[src/hc_cmd_pkg.sv]
/*
  package for the command / status register bank of the host controller:
  offsets, field positions, reset values, masks and carrier structs.
  assumes a single pclk domain and an 8-bit APB byte address.
*/
`default_nettype none

package hc_cmd_pkg;

	// =====================================================================
	// register map
	// =====================================================================
	localparam logic [7:0]  CMD_OFFSET       = 8'h20;
	localparam logic [7:0]  STS_OFFSET       = 8'h24;

	// =====================================================================
	// controller_command fields
	// =====================================================================
	localparam int          CMD_RUN_BIT      = 0;
	localparam int          CMD_ASYNC_EN_BIT = 5;
	localparam int          CMD_DOORBELL_BIT = 6;
	localparam int          CMD_LIGHT_RST    = 7;
	localparam int          CMD_PARK_CNT_LO  = 8;
	localparam int          CMD_PARK_EN_BIT  = 11;
	localparam int          CMD_THRESH_LO    = 16;
	localparam logic [31:0] CMD_RESET        = 32'h0008_0B00;
	// writable storage bits: 5:0, 9:8, 11, 23:16 (doorbell handled apart)
	localparam logic [31:0] CMD_RW_MASK      = 32'h00FF_0B3F;
	localparam logic [31:0] CMD_DOORBELL_MSK = 32'h0000_0040;

	// =====================================================================
	// controller_status fields
	// =====================================================================
	localparam int          STS_ASYNC_ADV_BIT = 5;
	localparam logic        STS_FLAG_RESET    = 1'h0;

	// =====================================================================
	// timing and counter widths
	// =====================================================================
	localparam logic [7:0]  THRESH_MIN       = 8'h01;
	localparam logic [7:0]  UF_COUNT_MAX     = 8'hFF;
	localparam logic [1:0]  PARK_ZERO        = 2'h0;
	localparam logic [31:0] RDATA_RESET      = 32'h0000_0000;

	// =====================================================================
	// carriers
	// =====================================================================
	typedef struct packed {
		logic       run;
		logic       async_enable;
		logic       doorbell;
		logic       park_enable;
		logic [1:0] park_count;
		logic [7:0] threshold;
	} sched_ctrl_t;

	typedef struct packed {
		logic cache_evicted;
		logic txn_done;
		logic qh_high_speed;
		logic uframe_tick;
		logic irq_cause;
	} sched_evt_t;

	typedef struct packed {
		logic [31:0] cmd;
		logic        adv_flag;
		logic [31:0] rdata;
	} bank_state_t;

	typedef struct packed {
		logic [1:0] txn_count;
	} park_state_t;

	typedef struct packed {
		logic       pending;
		logic [7:0] uf_count;
		logic       fire;
	} gate_state_t;

endpackage : hc_cmd_pkg

`default_nettype wire

[src/park_counter.sv]
/*
  park mode counter: counts back-to-back transactions on one queue head
  and tells the schedule engine when to move to the next queue head.
  assumes txn_done is a one-cycle pulse from the schedule engine.
*/
`timescale 1ns/100ps
`default_nettype none

module park_counter
(
	input  wire logic               pclk,
	input  wire logic               presetn,
	input  wire hc_cmd_pkg::sched_ctrl_t ctrl,
	input  wire logic               txn_done,
	input  wire logic               qh_high_speed,
	output logic                    advance_qh
);

	// =====================================================================
	// state
	// =====================================================================
	hc_cmd_pkg::park_state_t state_reg;
	hc_cmd_pkg::park_state_t state_next;
	logic                    advance_next;
	logic [1:0]              limit;

	always_comb
	begin
		state_next   = state_reg;
		advance_next = 1'b0;
		// a zero count is treated as one transaction per visit
		limit = (ctrl.park_count == hc_cmd_pkg::PARK_ZERO) ?
			2'h1 : ctrl.park_count;
		if (!ctrl.async_enable)
		begin
			state_next.txn_count = hc_cmd_pkg::PARK_ZERO;
		end
		else if (txn_done)
		begin
			if (ctrl.park_enable && qh_high_speed &&
				(state_reg.txn_count + 2'h1) < limit)
			begin
				state_next.txn_count = state_reg.txn_count + 2'h1;
			end
			else
			begin
				state_next.txn_count = hc_cmd_pkg::PARK_ZERO;
				advance_next         = 1'b1;
			end
		end
	end

	always_ff @(posedge pclk or negedge presetn)
	begin
		if (!presetn)
		begin
			state_reg  <= '0;
			advance_qh <= 1'b0;
		end
		else
		begin
			state_reg  <= state_next;
			advance_qh <= advance_next;
		end
	end

endmodule : park_counter

`default_nettype wire

[src/irq_throttle.sv]
/*
  interrupt throttle: holds pending interrupt causes and releases them
  at a micro-frame boundary no more often than the programmed interval.
  assumes uframe_tick pulses once per 125 us micro-frame.
*/
`timescale 1ns/100ps
`default_nettype none

module irq_throttle
(
	input  wire logic       pclk,
	input  wire logic       presetn,
	input  wire logic [7:0] threshold,
	input  wire logic       uframe_tick,
	input  wire logic       cause,
	output logic            interrupt_issue
);

	hc_cmd_pkg::gate_state_t state_reg;
	hc_cmd_pkg::gate_state_t state_next;
	logic [7:0]              interval;

	always_comb
	begin
		state_next      = state_reg;
		state_next.fire = 1'b0;
		// reserved zero code behaves as one micro-frame
		interval = (threshold == 8'h00) ? hc_cmd_pkg::THRESH_MIN : threshold;
		if (cause)
		begin
			state_next.pending = 1'b1;
		end
		if (uframe_tick)
		begin
			if (state_reg.uf_count != hc_cmd_pkg::UF_COUNT_MAX)
			begin
				state_next.uf_count = state_reg.uf_count + 8'h01;
			end
			if (state_next.pending && state_next.uf_count >= interval)
			begin
				state_next.fire     = 1'b1;
				state_next.pending  = 1'b0;
				state_next.uf_count = 8'h00;
			end
		end
	end

	always_ff @(posedge pclk or negedge presetn)
	begin
		if (!presetn)
		begin
			// saturated count so the first cause is not held back
			state_reg <= '{pending: 1'b0,
				uf_count: hc_cmd_pkg::UF_COUNT_MAX, fire: 1'b0};
		end
		else
		begin
			state_reg <= state_next;
		end
	end

	assign interrupt_issue = state_reg.fire;

endmodule : irq_throttle

`default_nettype wire

[src/hc_cmd_bank.sv]
/*
  command / status register bank of the host controller behind APB:
  doorbell handshake, park mode controls, interrupt threshold.
  assumes an APB master on pclk and a schedule engine that reports
  cache eviction, transaction completion and micro-frame ticks.
*/
//
// Overview of operation
// - doorbell pending plus cache evicted sets async-advance status flag
// - doorbell bit cleared by hardware once status flag is set
// - bit 7 light reset unsupported, reads zero, writes ignored
// - bits 9:8 park count, read/write, reset 11b
// - bit 11 park enable, read/write, reset one
// - bits 23:16 threshold, reset 08h, limits interrupt rate
// - threshold codes give interval in micro-frames directly
// - command bit 5 gates asynchronous schedule processing
// - status flag clears only on write of one
`timescale 1ns/100ps
`default_nettype none

module hc_cmd_bank
(
	input  wire logic                    pclk,
	input  wire logic                    presetn,
	input  wire logic                    psel,
	input  wire logic                    penable,
	input  wire logic                    pwrite,
	input  wire logic [7:0]              paddr,
	input  wire logic [31:0]             pwdata,
	input  wire logic [3:0]              pstrb,
	output logic [31:0]                  prdata,
	output logic                         pready,
	output logic                         pslverr,
	input  wire hc_cmd_pkg::sched_evt_t  evt,
	output hc_cmd_pkg::sched_ctrl_t      ctrl,
	output logic                         async_run,
	output logic                         advance_qh,
	output logic                         interrupt_issue
);

	// =====================================================================
	// state and decode
	// =====================================================================
	hc_cmd_pkg::bank_state_t state_reg;
	hc_cmd_pkg::bank_state_t state_next;
	logic [31:0]             lane_mask;
	logic                    hit_cmd;
	logic                    hit_sts;
	logic                    wr_access;
	logic                    rd_setup;
	logic                    adv_set;
	logic [31:0]             wr_bits;

	assign hit_cmd   = (paddr == hc_cmd_pkg::CMD_OFFSET);
	assign hit_sts   = (paddr == hc_cmd_pkg::STS_OFFSET);
	assign wr_access = psel && penable && pwrite;
	assign rd_setup  = psel && !penable && !pwrite;

	// =====================================================================
	// byte lanes
	// =====================================================================
	genvar lane;
	generate
		for (lane = 0; lane < 4; lane++)
		begin : g_lane
			assign lane_mask[lane*8 +: 8] = {8{pstrb[lane]}};
		end
	endgenerate

	assign wr_bits = pwdata & lane_mask;

	// =====================================================================
	// next state
	// =====================================================================
	always_comb
	begin
		state_next = state_reg;
		adv_set    = 1'b0;

		// only documented storage bits take writes; 7, 10, 15:12,
		// 31:24 stay zero forever
		if (wr_access && hit_cmd)
		begin
			state_next.cmd = (state_reg.cmd &
				~(hc_cmd_pkg::CMD_RW_MASK & lane_mask)) |
				(wr_bits & hc_cmd_pkg::CMD_RW_MASK);
		end

		// doorbell handshake with the schedule engine
		if (state_reg.cmd[hc_cmd_pkg::CMD_DOORBELL_BIT] &&
			evt.cache_evicted)
		begin
			adv_set = 1'b1;
			state_next.cmd[hc_cmd_pkg::CMD_DOORBELL_BIT] = 1'b0;
		end

		// a fresh ring in the same cycle as the hardware clear survives
		if (wr_access && hit_cmd &&
			|(wr_bits & hc_cmd_pkg::CMD_DOORBELL_MSK))
		begin
			state_next.cmd[hc_cmd_pkg::CMD_DOORBELL_BIT] = 1'b1;
		end

		// write-one-to-clear; a set in the same cycle wins
		if (wr_access && hit_sts && wr_bits[hc_cmd_pkg::STS_ASYNC_ADV_BIT])
		begin
			state_next.adv_flag = 1'b0;
		end
		if (adv_set)
		begin
			state_next.adv_flag = 1'b1;
		end

		// read data sampled in setup so prdata is a flop in access
		if (rd_setup)
		begin
			if (hit_cmd)
			begin
				state_next.rdata = state_reg.cmd;
			end
			else if (hit_sts)
			begin
				state_next.rdata = hc_cmd_pkg::RDATA_RESET;
				state_next.rdata[hc_cmd_pkg::STS_ASYNC_ADV_BIT] =
					state_reg.adv_flag;
			end
			else
			begin
				state_next.rdata = hc_cmd_pkg::RDATA_RESET;
			end
		end
	end

	always_ff @(posedge pclk or negedge presetn)
	begin
		if (!presetn)
		begin
			state_reg.cmd      <= hc_cmd_pkg::CMD_RESET;
			state_reg.adv_flag <= hc_cmd_pkg::STS_FLAG_RESET;
			state_reg.rdata    <= hc_cmd_pkg::RDATA_RESET;
		end
		else
		begin
			state_reg <= state_next;
		end
	end

	// =====================================================================
	// APB answer: zero wait, error on unmapped address
	// =====================================================================
	assign prdata  = state_reg.rdata;
	assign pready  = 1'b1;
	assign pslverr = psel && penable && !(hit_cmd || hit_sts);

	// =====================================================================
	// control to the schedule engine
	// =====================================================================
	assign ctrl.run          = state_reg.cmd[hc_cmd_pkg::CMD_RUN_BIT];
	assign ctrl.async_enable = state_reg.cmd[hc_cmd_pkg::CMD_ASYNC_EN_BIT];
	assign ctrl.doorbell     = state_reg.cmd[hc_cmd_pkg::CMD_DOORBELL_BIT];
	assign ctrl.park_enable  = state_reg.cmd[hc_cmd_pkg::CMD_PARK_EN_BIT];
	assign ctrl.park_count   =
		state_reg.cmd[hc_cmd_pkg::CMD_PARK_CNT_LO +: 2];
	assign ctrl.threshold    =
		state_reg.cmd[hc_cmd_pkg::CMD_THRESH_LO +: 8];
	// schedule skipped entirely while bit 5 is low
	assign async_run = ctrl.run && ctrl.async_enable;

	// =====================================================================
	// park mode and interrupt rate
	// =====================================================================
	park_counter u_park
	(
		.pclk          (pclk),
		.presetn       (presetn),
		.ctrl          (ctrl),
		.txn_done      (evt.txn_done && async_run),
		.qh_high_speed (evt.qh_high_speed),
		.advance_qh    (advance_qh)
	);

	// doorbell completion waits for the next threshold boundary
	irq_throttle u_throttle
	(
		.pclk            (pclk),
		.presetn         (presetn),
		.threshold       (ctrl.threshold),
		.uframe_tick     (evt.uframe_tick),
		.cause           (evt.irq_cause || adv_set),
		.interrupt_issue (interrupt_issue)
	);

endmodule : hc_cmd_bank

`default_nettype wire

[config.mk]
export PLATFORM = sky130hd
export DESIGN_NAME = hc_cmd_bank
export DESIGN_NICKNAME = d
export VERILOG_FILES = /design/src/hc_cmd_pkg.sv /design/src/park_counter.sv /design/src/irq_throttle.sv /design/src/hc_cmd_bank.sv
export SDC_FILE = /design/constraint.sdc
export NUM_CORES = 1
export LEC_CHECK = 0
export ABC_AREA = 1
export BUFFER_PORTS_ARGS = -buffer_cell sky130_fd_sc_hd__buf_2
export CORE_ASPECT_RATIO = 0.5
export CORE_MARGIN = 2
export CORE_UTILIZATION = 54
export CTS_CLUSTER_DIAMETER = 120
export DETAILED_ROUTE_END_ITERATION = 6
export PLACE_DENSITY_LB_ADDON = 0.05
export SLEW_MARGIN = 20
export SYNTH_ARGS = -nofsm -noshare
export SYNTH_HDL_FRONTEND = slang
export SYNTH_SLANG_ARGS = --single-unit
[constraint.sdc]
create_clock -name pclk -period 6.8 [get_ports pclk]
set_input_delay 0.34 -clock pclk [delete_from_list [all_inputs] [get_ports pclk]]
set_output_delay 0.34 -clock pclk [all_outputs]
set_load 0.01 [all_outputs]
Word-level counts from Yosys, hierarchy flattened
Cells that the tools add are included.

Flip-flop bits (word level): 78. Latch bits: 0. Bits in writable memories: 0. Bits in read-only memories: 0. Output and inout port bits: 51. Memories kept: 0.

Add/sub/neg operators: 2. Multipliers: 0. Div/mod/pow operators: 0. Magnitude comparators: 2. Equal/unequal tests: 4. Shift operators: 0. Muxes and demuxes: 21. Bitwise operators: 4. Reductions and logical operators: 24.

Operator list (number): bitwise AND 32 bit (1); 2-to-1 mux 32 bit (1); NOT 24 -> 32 bit (1); OR 32 x 24 -> 32 bit (1); bitwise AND 24 bit (1); 2-to-1 mux 8 bit (3); 2-to-1 mux 10 bit (2); equality test 8 x 6 -> 1 bit, second input constant (2); logical AND 1 bit (15); 2-to-1 mux 1 bit (9); adder 8 x 1 -> 8 bit, second input constant (1); greater-or-equal comparator 8 bit (1); logical NOT 8 bit (1); 2-to-1 mux 2 bit (4); inequality test 8 bit, second input constant (1); 2-to-1 mux 7 bit (1); 2-to-1 mux 6 bit (1); logical NOT 1 bit (3); nonzero test 3 bit (1); adder 2 x 1 -> 2 bit, second input constant (1); logical NOT 2 bit (1); logical OR 1 bit (2); < comparator 2 bit (1); inequality test 2 x 1 -> 1 bit, second input constant (1); nonzero test 2 bit (1).

Logic depth before layout (Yosys ltp)
Gate-level depths: netlist of run 1.

Depth after elaboration: 7. Gate-level depth with buffers: 17. Gate-level depth less buffers: 17.

Modules after synthesis
A second synthesis of run 1 with hierarchy kept.

Cells, all modules: 404. Area, all modules: 3116.7 um^2.

Modules (own cells, without submodules): hc_cmd_bank (instances 1, cells an instance 248, area an instance 2044.5 um^2, sequential area each 930.9 um^2); irq_throttle (instances 1, cells an instance 127, area an instance 869.6 um^2, sequential area each 260.2 um^2); park_counter (instances 1, cells an instance 29, area an instance 202.7 um^2, sequential area each 75.1 um^2).

Worst setup path before layout of run 1
No wires, ideal clock.

Kind: reg-to-reg. Start: register u_throttle.state_reg[1] (netlist name). End: register u_throttle.state_reg[1] (netlist name). Setup time: 61 ps. Arrival: 2248 ps. Required time: 6739 ps. Setup slack: 4491 ps. Stages on the path, launching flop included: 17. Clock period less this slack: 2309 ps. Cells stage by stage: dfstp_2 ha_1 nand2_1 nor2_4 nand2_4 o21ai_0 inv_1 ha_1 nand2_1 nand3_1 nand2_1 nand2_1 nand2_1 nand2_1 nand2_1 nand2_1 nand2_1.

Longest elaborated chain between the ends: 6.

Ends and longest elaborated chain: start: declaration (RTL line irq_throttle.sv:19) `hc_cmd_pkg::gate_state_t state_reg;`; start signal: assignment (RTL line irq_throttle.sv:53) `state_reg <= '{pending: 1'b0,`; start signal: assignment (RTL line irq_throttle.sv:58) `state_reg <= state_next;`; adder 8 x 1 -> 8 bit or inequality test 8 bit (tied branches) (RTL line irq_throttle.sv:37, irq_throttle.sv:35); 2-to-1 mux 8 bit * (RTL line irq_throttle.sv:35) `if (state_reg.uf_count != hc_cmd_pkg::UF_COUNT_MAX)`; 2-to-1 mux 8 bit * (RTL line irq_throttle.sv:33) `if (uframe_tick)`; greater-or-equal comparator 8 bit (RTL line irq_throttle.sv:39) `if (state_next.pending && state_next.uf_count >= interval)`; logical AND 1 bit (RTL line irq_throttle.sv:39); 2-to-1 mux 10 bit * (RTL line irq_throttle.sv:39).

Mark *: on every way between the ends. The rest lies on a longest branch, timed or not. The select of a mux whose other input is x is not followed. A chain may end at the register's enable or synchronous reset.

Worst setup path after layout of run 1
Same ends and word-level chain as after synthesis.

==> out/qor.log, run 1 <==
qor: cts.path_clk_slew 0.09 ns
qor: final_layout.fillCellCount 520
qor: final_layout.mostFrequentLayoutCell sky130_fd_sc_hd__nand2_1
qor: routing.drt-initial-drc-count 118
qor: power.power_frac_comb 0.182
qor: hold_path.worstHoldPathType input pin to async pin
qor: placement.port-buffer-count 74
qor: power.p_int 467 uW
qor: timing.fin_hold_ws 0.131 ns
qor: final_layout.antennaDiodeCount 0
qor: die.die_h 56.8 um
qor: cts.worstSkewPairLatency 0.29 ns
qor: routing.routed-wl-met3 304 um
qor: yosys.register_area_share_after_synthesis 0.421
qor: grt.antenna_found_initial 0
qor: power.power.share.switching 0.280
qor: timing.grt_setup_unrepaired no
qor: routing.wl_per_cell 11.4 um
qor: yosys.synth.area.top_cells sky130_fd_sc_hd__dfrtp_1 32%, sky130_fd_sc_hd__nand2_1 16%, sky130_fd_sc_hd__buf_4 12%, sky130_fd_sc_hd__dfstp_2 10%, sky130_fd_sc_hd__nand3_1 4.7%
qor: placement.gp_routability_congestion 0.816
qor: yosys.yosysTopAreaCell sky130_fd_sc_hd__dfrtp_1
qor: power.power.clock.fraction 0.319
qor: power.vdd_ir_drop_max 132 uV
qor: grt.grt_usage 0.187
qor: timing.maxClockFrequency 378 MHz
qor: routing.routed_wirelength 5.54 mm
qor: power.power.sequential.fraction 0.498
qor: timing.post-route-period-util 0.389
qor: cts.cts_max_path_buffers 2
qor: timing.finalHoldViolations 0
qor: critical_path.worstSetupStartpointType flip-flop
qor: cts.cts-hold-fix-buffers 0
qor: cts.cts.repair.resized 0
qor: die.core.rowCount 19
qor: cts.numClockSinks 50
qor: grt.grt_max_degree 51
qor: die.core_area 5420 sq um
qor: power.power.leakage 1.87 nW
qor: routing.drt-vias-per-instance 4.79
qor: routing.detail_route.drc_violations 0
qor: grt.overflow 0
qor: yosys.avgSynthCellArea 8.03 sq um
qor: cts.cts_made_buffers 5
qor: die.io_pins 105
qor: yosys.synth_warnings 0
qor: yosys.yosysTopAreaCellShare 0.316
qor: routing.num_vias 2337
qor: timing.timing_max_transition_violations_final 0
qor: die.effective_utilization_at_floorplan 0.555
qor: critical_path.data_required_time_of_the_worst_path 7.04 ns
qor: power.p_switching 182 uW
qor: job.timing.max_cap.violations 0
qor: die.chipWidth 110 um
qor: timing.timing.slew.headroom 0.334
qor: timing.setup_tns 0 ns
qor: routing.met2WireLength 2.62 mm
qor: critical_path.worst_ep_arrival_time 2.89 ns
qor: final_layout.flow.area_growth_from_synthesis 7.11%
qor: yosys.ys_ff_latch 50
qor: routing.routed.top_layer met4
qor: yosys.synth_area 3010 sq um
qor: yosys.synth_cells 375
qor: placement.hpwlAfterDp 4.24 mm
qor: routing.drt_pass1_iterations 4
qor: critical_path.path_max_fanout 10
qor: timing.worst-slew-pin-transition 0.996 ns
qor: grt.global_route_wire_length_before_repair 9.22 mm
qor: final_layout.fin_nets 478
qor: yosys.yosys.cell_types.count 34
qor: routing.wirelength_met1 2.59 mm
qor: routing.drt.antenna.violating_nets 0
qor: cts.cts_tree built
qor: critical_path.crit_path_end_kind flip-flop
qor: cts.clock-root-buffer sky130_fd_sc_hd__clkbuf_8
qor: power.pwr_density_cell 201 nW/um^2
qor: timing.report.final.setup_viol 0
qor: critical_path.critical_path_class flip-flop to flip-flop
qor: die.die_outline_area 6220 sq um
qor: cts.postCtsSetupRepairBufs 0
qor: final_layout.post_route_cells_drive_above_1_share 0.253
qor: grt.vias_in_the_first_global_route 2119
qor: cts.count_of_h_tree_levels_built_during_cts 2
qor: status.run_status finished clean
qor: timing.clock-skew-final 0.00795 ns
qor: final_layout.layout_common_cells 125 x sky130_fd_sc_hd__nand2_1, 74 x sky130_fd_sc_hd__buf_2, 38 x sky130_fd_sc_hd__dfrtp_1
qor: timing.min_period 2.64 ns
-- power by group through the flow --
stage	Clock [mW]	Combinational (mW)	Sequential [mW]
2_1_floorplan	0	0.0869	0.328
3_3_place_gp	0	0.115	0.328
3_5_place_dp	0	0.119	0.329
4_1_cts	0.214	0.119	0.323
5_1_grt	0.227	0.138	0.325
6_report	0.207	0.118	0.323
-- kinds of logic after synthesis --
kind of cell / after synthesis / share of synthesized area
compound gates: 33 / 0.0690
buf+inv: 92 / 0.182
other cells: 2 / 0.00249
xor+xnor: 5 / 0.0170
flops: 50 / 0.421
fa+ha+maj: 10 / 0.0416
simple gates: 183 / 0.267
-- per-layer routing --
layer,vias to the layer above,global-route usage
li1,1194,-
met1,1082,0.246
met2,57,0.325
met3,4,0.0395
met4,0,0.0271
met5,-,0
-- stage by stage --
step / total power, mW / cell area (sq um) / worst slack, ns / cells / utilization
6_report: 0.648 / 3220 / 4.16 / 488 / 0.595
3_3_place_gp: 0.443 / 3110 / 4.22 / 480 / 0.575
4_1_cts: 0.657 / 3220 / 4.16 / 488 / 0.595
2_1_floorplan: 0.415 / 3060 / 4.49 / 388 / -
5_1_grt: 0.690 / 3220 / 3.84 / 488 / 0.595
3_5_place_dp: 0.448 / 3110 / 4.19 / 480 / 0.575
-- synth_stat cells --
| library cell | instances |
|---|---|
| sky130_fd_sc_hd__o21ai_0 | 9 |
| sky130_fd_sc_hd__o21ai_1 | 1 |
| sky130_fd_sc_hd__xnor2_1 | 2 |
| sky130_fd_sc_hd__nor2_8 | 1 |
| sky130_fd_sc_hd__nor2_4 | 2 |
| sky130_fd_sc_hd__buf_4 | 47 |
| sky130_fd_sc_hd__conb_1 | 2 |
| sky130_fd_sc_hd__dfstp_2 | 12 |
| sky130_fd_sc_hd__a31oi_1 | 1 |
| sky130_fd_sc_hd__nand3_1 | 28 |
| sky130_fd_sc_hd__o21a_1 | 1 |
| sky130_fd_sc_hd__nand2_1 | 125 |
| sky130_fd_sc_hd__inv_1 | 35 |
| sky130_fd_sc_hd__nand3b_4 | 1 |
| sky130_fd_sc_hd__ha_1 | 10 |
| sky130_fd_sc_hd__a21boi_0 | 1 |
| sky130_fd_sc_hd__nor3_1 | 2 |
| sky130_fd_sc_hd__nor2_2 | 1 |
| sky130_fd_sc_hd__clkinv_1 | 1 |
| sky130_fd_sc_hd__xnor2_2 | 1 |
| sky130_fd_sc_hd__o31ai_1 | 13 |
| sky130_fd_sc_hd__dfrtp_1 | 38 |
| sky130_fd_sc_hd__buf_2 | 1 |
| sky130_fd_sc_hd__o41ai_1 | 1 |
| sky130_fd_sc_hd__xor2_1 | 2 |
| sky130_fd_sc_hd__nand2_4 | 2 |
| sky130_fd_sc_hd__nand2_2 | 3 |
| sky130_fd_sc_hd__a21oi_1 | 6 |
| sky130_fd_sc_hd__clkbuf_1 | 5 |
| sky130_fd_sc_hd__nor2_1 | 16 |
| sky130_fd_sc_hd__nand4_1 | 1 |
| sky130_fd_sc_hd__nor3b_1 | 1 |
| sky130_fd_sc_hd__buf_8 | 1 |
| sky130_fd_sc_hd__buf_6 | 2 |
-- area by class of cell --
| type | instances | area (sq um) | share of cell area |
|---|---|---|---|
| clock buffer | 6 | 72.6 | 0.0225 |
| clock inverter | 2 | 37.5 | 0.0116 |
| inverter | 36 | 135 | 0.0419 |
| multi-input combinational | 246 | 1240 | 0.386 |
| sequential | 50 | 1270 | 0.393 |
| tap | 73 | 91.3 | 0.0283 |
| timing repair buffer | 75 | 378 | 0.117 |
-- final timing paths --
path,startpoint,endpoint,slack (ns),cells past startpoint
hold reg to reg,flip-flop,flip-flop,0.47,2
setup reg to reg,u_throttle.state_reg[1],u_throttle.state_reg[1],4.16,16
setup / recovery,u_throttle.state_reg[1],u_throttle.state_reg[1],4.16,16
min in group pclk,evt[4],ctrl[11],0.22,2
hold / removal,presetn,prdata[2],0.13,2
max in group asynchronous,presetn,prdata[21],6.26,2
-- worst max-delay path, stage by stage, from the launching register on --
cell	delay (ns)
sky130_fd_sc_hd__dfstp_2	0.59
sky130_fd_sc_hd__ha_1	0.24
sky130_fd_sc_hd__nand2_1	0.11
sky130_fd_sc_hd__nor2_4	0.13
sky130_fd_sc_hd__nand2_4	0.11
sky130_fd_sc_hd__o21ai_0	0.25
sky130_fd_sc_hd__inv_1	0.08
sky130_fd_sc_hd__ha_1	0.31
sky130_fd_sc_hd__nand2_1	0.08
sky130_fd_sc_hd__nand3_1	0.07
sky130_fd_sc_hd__nand2_1	0.05
sky130_fd_sc_hd__nand2_1	0.05
sky130_fd_sc_hd__nand2_1	0.05
sky130_fd_sc_hd__nand2_1	0.05
sky130_fd_sc_hd__nand2_1	0.24
sky130_fd_sc_hd__nand2_1	0.10
sky130_fd_sc_hd__nand2_1	0.07
No activity file was read; power rests on OpenSTA's default activity.
==> inputs of run 2 (changes only) <==
- CORE_UTILIZATION: 54 -> 50
- clock period: 6.8 -> 2.46 ns (I/O delays scaled with it)
==> run 2 against run 1 <==
  * Global-route usage down 0.25 points
  * Design area up 4.2%
  * Sequential cell count unchanged
  * Clock skew down 0.0049 ns
  * Sequential power rose to 2.8 times the previous value
  * Worst setup slack worse by 4.1 ns
  * Combinational power rose to 3.5 times the previous value
  * Maximum frequency up 12%
  * Clock power rose to 3.7 times the previous value
  * Final cell count up 1.6%
  * Die area up 7.6%
  * Worst hold slack worse by 0.11 ns
  * Critical endpoint is now u_throttle.state_reg[3]
==> out/qor.log, run 2 (same netlist as run 1, synthesis figures left out) <==
qor: critical_path.worst-r2r-cell-count 15
qor: timing.timing_max_transition_violations_final 0
qor: final_layout.fin_nets 486
qor: timing.report.final.setup_viol 0
qor: cts.postCtsSetupRepairBufs 0
qor: placement.hpwlAfterDp 4.59 mm
qor: cts.cts_made_buffers 5
qor: critical_path.worstSetupStartpointType flip-flop
qor: job.timing.max_cap.violations 0
qor: grt.overflow 0
qor: timing.finalHoldViolations 0
qor: final_layout.antennaDiodeCount 0
qor: grt.vias_in_the_first_global_route 2260
qor: critical_path.data_required_time_of_the_worst_path 2.68 ns
qor: cts.numClockSinks 50
qor: grt.grt_usage 0.184
qor: critical_path.path_max_fanout 7
qor: cts.path_clk_slew 0.06 ns
qor: timing.setup_tns 0 ns
qor: routing.drt-vias-per-instance 4.85
qor: grt.global_route_wire_length_before_repair 9.84 mm
qor: cts.count_of_h_tree_levels_built_during_cts 2
qor: cts.cts_max_path_buffers 2
qor: placement.port-buffer-count 74
qor: critical_path.crit_path_end_kind flip-flop
qor: die.die_h 58.9 um
qor: final_layout.flow.area_growth_from_synthesis 11.6%
qor: die.core_area 5630 sq um
qor: timing.post-route-period-util 0.961
qor: die.io_pins 105
qor: die.effective_utilization_at_floorplan 0.534
qor: routing.wl_per_cell 12.0 um
qor: die.core.rowCount 19
qor: final_layout.mostFrequentLayoutCell sky130_fd_sc_hd__nand2_1
qor: power.pwr_density_cell 616 nW/um^2
qor: routing.num_vias 2407
qor: routing.drt_pass1_iterations 4
qor: final_layout.layout_common_cells 123 x sky130_fd_sc_hd__nand2_1, 74 x sky130_fd_sc_hd__buf_2, 38 x sky130_fd_sc_hd__dfrtp_1
qor: critical_path.worst_ep_arrival_time 2.59 ns
qor: cts.clock-root-buffer sky130_fd_sc_hd__clkbuf_16
qor: status.run_status finished clean
qor: power.vdd_ir_drop_max 415 uV
qor: routing.routed_wirelength 5.96 mm
qor: timing.timing.slew.headroom 0.546
qor: hold_path.worstHoldPathType input pin to flip-flop
qor: cts.cts_tree built
qor: timing.maxClockFrequency 423 MHz
qor: timing.min_period 2.37 ns
qor: power.totalPowerFinal 2.07 mW
qor: grt.grt_max_degree 32
qor: cts.worstSkewPairLatency 0.28 ns
qor: placement.gp_routability_congestion 0.819
qor: final_layout.post_route_cells_drive_above_1_share 0.274
qor: final_layout.final_core_utilization 0.596
qor: die.die_outline_area 6700 sq um
qor: timing.worst-slew-pin-transition 0.681 ns
qor: routing.drt-initial-drc-count 80
qor: power.power.leakage 1.93 nW
qor: routing.drt.antenna.violating_nets 0
qor: hold_path.hold_depth 2
qor: die.chipWidth 114 um
qor: timing.clock-skew-final 0.00309 ns
qor: critical_path.critical_path_class flip-flop to flip-flop
qor: routing.detail_route.drc_violations 0
qor: grt.antenna_found_initial 0
run 2: worst paths after layout:
check | from | end | slack, ns
setup reg to reg | u_throttle.state_reg[2] | u_throttle.state_reg[3] | 0.09
min in group asynchronous | presetn | u_throttle.interrupt_issue | 0.42
hold reg to reg | flip-flop | flip-flop | 0.47
hold / removal | evt[4] | ctrl[11] | 0.03
setup / recovery | u_throttle.state_reg[2] | u_throttle.state_reg[3] | 0.09
max in group asynchronous | presetn | async pin | 1.34
run 2: through the flow:
step	hold WS [ns]	worst slack [ns]	std cells	area, sq um
global placement	0.201	0.0329	486	3160
finish	0.0251	0.0950	496	3360
CTS	0.0210	0.00262	495	3340
floorplan	-0.173	0.151	388	3060
global route	0.0403	-0.0262	496	3360
detailed placement	0.204	-0.0356	486	3160
run 2: layout make-up:
type	count	area [sq um]
repair buffers	82	433
clock inverters	2	37.5
multi-input cells	247	1270
inverters	36	135
fillers	527	2280
flip-flops and latches	50	1270
clock buffers	6	129
well taps	73	91.3
run 2: timing repair:
item	in CTS	in global routing
hold buffers	1	0
setup endpoints to repair	9	10
endpoints found under the hold margin	23	0
cloned	0	1
pin swaps	0	2
gates resized for setup	1	5
run 2: power breakdown:
group / total (mW) / internal [mW] / switching [mW]
logic: 0.415 / 0.153 / 0.262
registers: 0.890 / 0.868 / 0.0222
clock network: 0.766 / 0.480 / 0.286
run 2: critical path: stages (launching register included):
cell and delay [ns]:
sky130_fd_sc_hd__dfstp_2 0.57, sky130_fd_sc_hd__ha_2 0.19, sky130_fd_sc_hd__nand2_1 0.08, sky130_fd_sc_hd__nor2_4 0.13, sky130_fd_sc_hd__nand2_4 0.08, sky130_fd_sc_hd__buf_4 0.17, sky130_fd_sc_hd__nand3_1 0.07, sky130_fd_sc_hd__nand2_1 0.08
sky130_fd_sc_hd__inv_1 0.07, sky130_fd_sc_hd__ha_1 0.24, sky130_fd_sc_hd__a21oi_1 0.15, sky130_fd_sc_hd__o21a_1 0.15, sky130_fd_sc_hd__nand2_2 0.10, sky130_fd_sc_hd__nand2_2 0.12, sky130_fd_sc_hd__nand2_1 0.06, sky130_fd_sc_hd__nand2_1 0.06
run 2: per-layer routing:
| metal | global-route usage | vias up | share of wire |
|---|---|---|---|
| met4 | 0.0366 | 0 | 0.0044 |
| met3 | 0.0402 | 5 | 0.053 |
| met1 | 0.232 | 1125 | 0.46 |
| met5 | 0 | - | 0 |
| met2 | 0.335 | 58 | 0.48 |
| li1 | - | 1219 | - |
==> inputs of run 3 (changes only) <==
- BUFFER_PORTS_ARGS: -buffer_cell sky130_fd_sc_hd__buf_2 -> -buffer_cell sky130_fd_sc_hd__buf_4
- SLEW_MARGIN: 20 -> not set
==> run 3 against run 2 <==
  * Sequential share of layout area is 1.6 points lower
  * Die area stayed put
  * Global-route usage is 0.55 points lower
  * Non-clock buffer count is 3 lower
  * Highest routed layer unchanged
==> out/qor.log, run 3 (same netlist as run 1, synthesis figures left out) <==
qor: status.run_status finished clean
qor: grt.grt_max_degree 51
qor: timing.timing_max_transition_violations_final 0
qor: timing.post-route-period-util 0.927
qor: routing.num_vias 2376
qor: critical_path.worst_path_max_delay_cell sky130_fd_sc_hd__dfstp_2
qor: cts.postCtsSetupRepairBufs 0
qor: placement.gp_routability_congestion 0.818
qor: cts.numClockSinks 50
qor: routing.drt-initial-drc-count 132
qor: critical_path.worst_ep_arrival_time 2.44 ns
qor: cts.cts_tree built
qor: routing.drt_pass1_iterations 4
qor: cts.cts_max_path_buffers 2
qor: die.core.rowCount 19
qor: die.chipWidth 114 um
qor: timing.report.final.setup_viol 0
qor: power.p_switching 573 uW
qor: final_layout.post_route_cells_drive_above_1_share 0.269
qor: timing.timing.slew.headroom 0.592
qor: final_layout.antennaDiodeCount 0
qor: placement.hpwlAfterDp 4.45 mm
qor: die.core_area 5630 sq um
qor: critical_path.worstSetupStartpointType flip-flop
qor: grt.grt_usage 0.179
qor: grt.global_route_wire_length_before_repair 9.52 mm
qor: die.die_outline_area 6700 sq um
qor: power.power_frac_comb 0.210
qor: power.power.clock.fraction 0.350
qor: final_layout.layout_common_cells 123 x sky130_fd_sc_hd__nand2_1, 78 x sky130_fd_sc_hd__buf_4, 38 x sky130_fd_sc_hd__dfrtp_1
qor: power.power.sequential.fraction 0.440
qor: hold_path.worstHoldPathType input pin to flip-flop
qor: die.die_h 58.9 um
qor: placement.pre_cts_ws 0.0232 ns
qor: timing.maxClockFrequency 439 MHz
qor: power.p_int 1.45 mW
qor: routing.wl_per_cell 12.0 um
qor: timing.min_period 2.28 ns
qor: critical_path.path_max_fanout 7
qor: timing.worst-slew-pin-transition 0.612 ns
qor: critical_path.critical_path_class flip-flop to flip-flop
qor: routing.drt.antenna.violating_nets 0
qor: timing.clock-skew-final 0.00654 ns
qor: critical_path.path_cells ha_1 > nand2_1 > nor2_4 > nand2_4 > buf_4 > nand3_1 > nand2_1 > inv_1 > ha_1 > a21oi_2 > o21a_1 > nand2_2 > nand2_2 > nor2_1
qor: job.timing.max_cap.violations 0
qor: timing.timing.final.ws_setup 0.180 ns
qor: grt.vias_in_the_first_global_route 2166
qor: grt.antenna_found_initial 0
qor: critical_path.cp_slowest_stage_delay 0.55 ns
qor: final_layout.fin_nets 483
qor: timing.finalHoldViolations 0
qor: power.power.share.switching 0.284
qor: critical_path.data_required_time_of_the_worst_path 2.62 ns
qor: cts.path_clk_slew 0.07 ns
qor: power.pwr_density_cell 575 nW/um^2
qor: final_layout.mostFrequentLayoutCell sky130_fd_sc_hd__nand2_1
qor: die.effective_utilization_at_floorplan 0.534
qor: cts.worstSkewPairLatency 0.29 ns
qor: placement.port-buffer-count 74
qor: cts.cts_made_buffers 5
qor: cts.clock-root-buffer sky130_fd_sc_hd__clkbuf_16
qor: timing.grt_setup_unrepaired no
qor: routing.routed_wirelength 5.90 mm
qor: routing.detail_route.drc_violations 0
qor: timing.setup_tns 0 ns
qor: final_layout.flow.area_growth_from_synthesis 16.5%
qor: critical_path.crit_path_end_kind flip-flop
qor: final_layout.final_core_utilization 0.623
qor: routing.drt-vias-per-instance 4.82
qor: cts.count_of_h_tree_levels_built_during_cts 2
qor: die.io_pins 105
qor: power.power.leakage 1.95 nW
qor: grt.overflow 0
qor: power.vdd_ir_drop_max 378 uV
run 3: cell count changes in the layout (fill, tap and decap cells not counted), moves of 2 or more:
cell,delta
sky130_fd_sc_hd__buf_2,-74
sky130_fd_sc_hd__buf_4,+71
sky130_fd_sc_hd__clkinv_4,+2
sky130_fd_sc_hd__o21ai_1,+2
run 3: metrics by stage:
stage | power [mW] | hold WS, ns | instance area (sq um) | cells
floorplan | 1.15 | -0.173 | 3060 | 388
global placement | 1.26 | 0.178 | 3320 | 483
detailed placement | 1.27 | 0.185 | 3320 | 483
CTS | 1.99 | 0.00634 | 3490 | 492
global route | 2.12 | 0.0168 | 3510 | 493
finish | 2.02 | 0.00666 | 3510 | 493
run 3: final cells by class:
type,count,area [sq um]
clock buffers,6,139
clock inverters,2,17.5
fillers,516,2130
inverters,36,135
multi-input cells,247,1260
flip-flops and latches,50,1270
well taps,73,91.3
repair buffers,79,596
run 3: power groups by stage:
stage / combinational (mW) / sequential, mW / clock (mW)
global placement: 0.358 / 0.901 / 0
global route: 0.476 / 0.891 / 0.754
floorplan: 0.240 / 0.908 / 0
CTS: 0.381 / 0.888 / 0.722
detailed placement: 0.370 / 0.903 / 0
finish: 0.423 / 0.888 / 0.707
run 3: metal layers:
metal  global-route usage  part of all wire
met2                0.325              0.49
met3               0.0422             0.056
met4               0.0314            0.0027
met1                0.225              0.45
met5                    0                 0
run 3: critical path: cells and delay by family (launching register included):
kind            cells  cell delay [ns]
fa+ha+maj           2             0.41
compound gates      2             0.25
buf+inv             2             0.25
simple gates        8             0.69
flops               1             0.55
run 3: worst paths after layout:
check | end | start | depth (start not counted) | slack [ns]
setup / recovery | u_throttle.interrupt_issue | u_throttle.state_reg[2] | 14 | 0.18
hold / removal | ctrl[11] | evt[4] | 2 | 0.007
setup reg to reg | u_throttle.interrupt_issue | u_throttle.state_reg[2] | 14 | 0.18
hold reg to reg | flip-flop | flip-flop | 2 | 0.48
max in group asynchronous | prdata[20] | presetn | 2 | 1.66
min in group asynchronous | async pin | presetn | 2 | 0.39
run 3: timing repair:
action | 4_1_cts | 5_1_grt
endpoints found under the hold margin | 38 | 0
pin swaps | 0 | 1
endpoints found under the setup margin | 2 | 10
gates cloned | 0 | 1
gates resized for setup | 1 | 5
hold buffers | 1 | 0
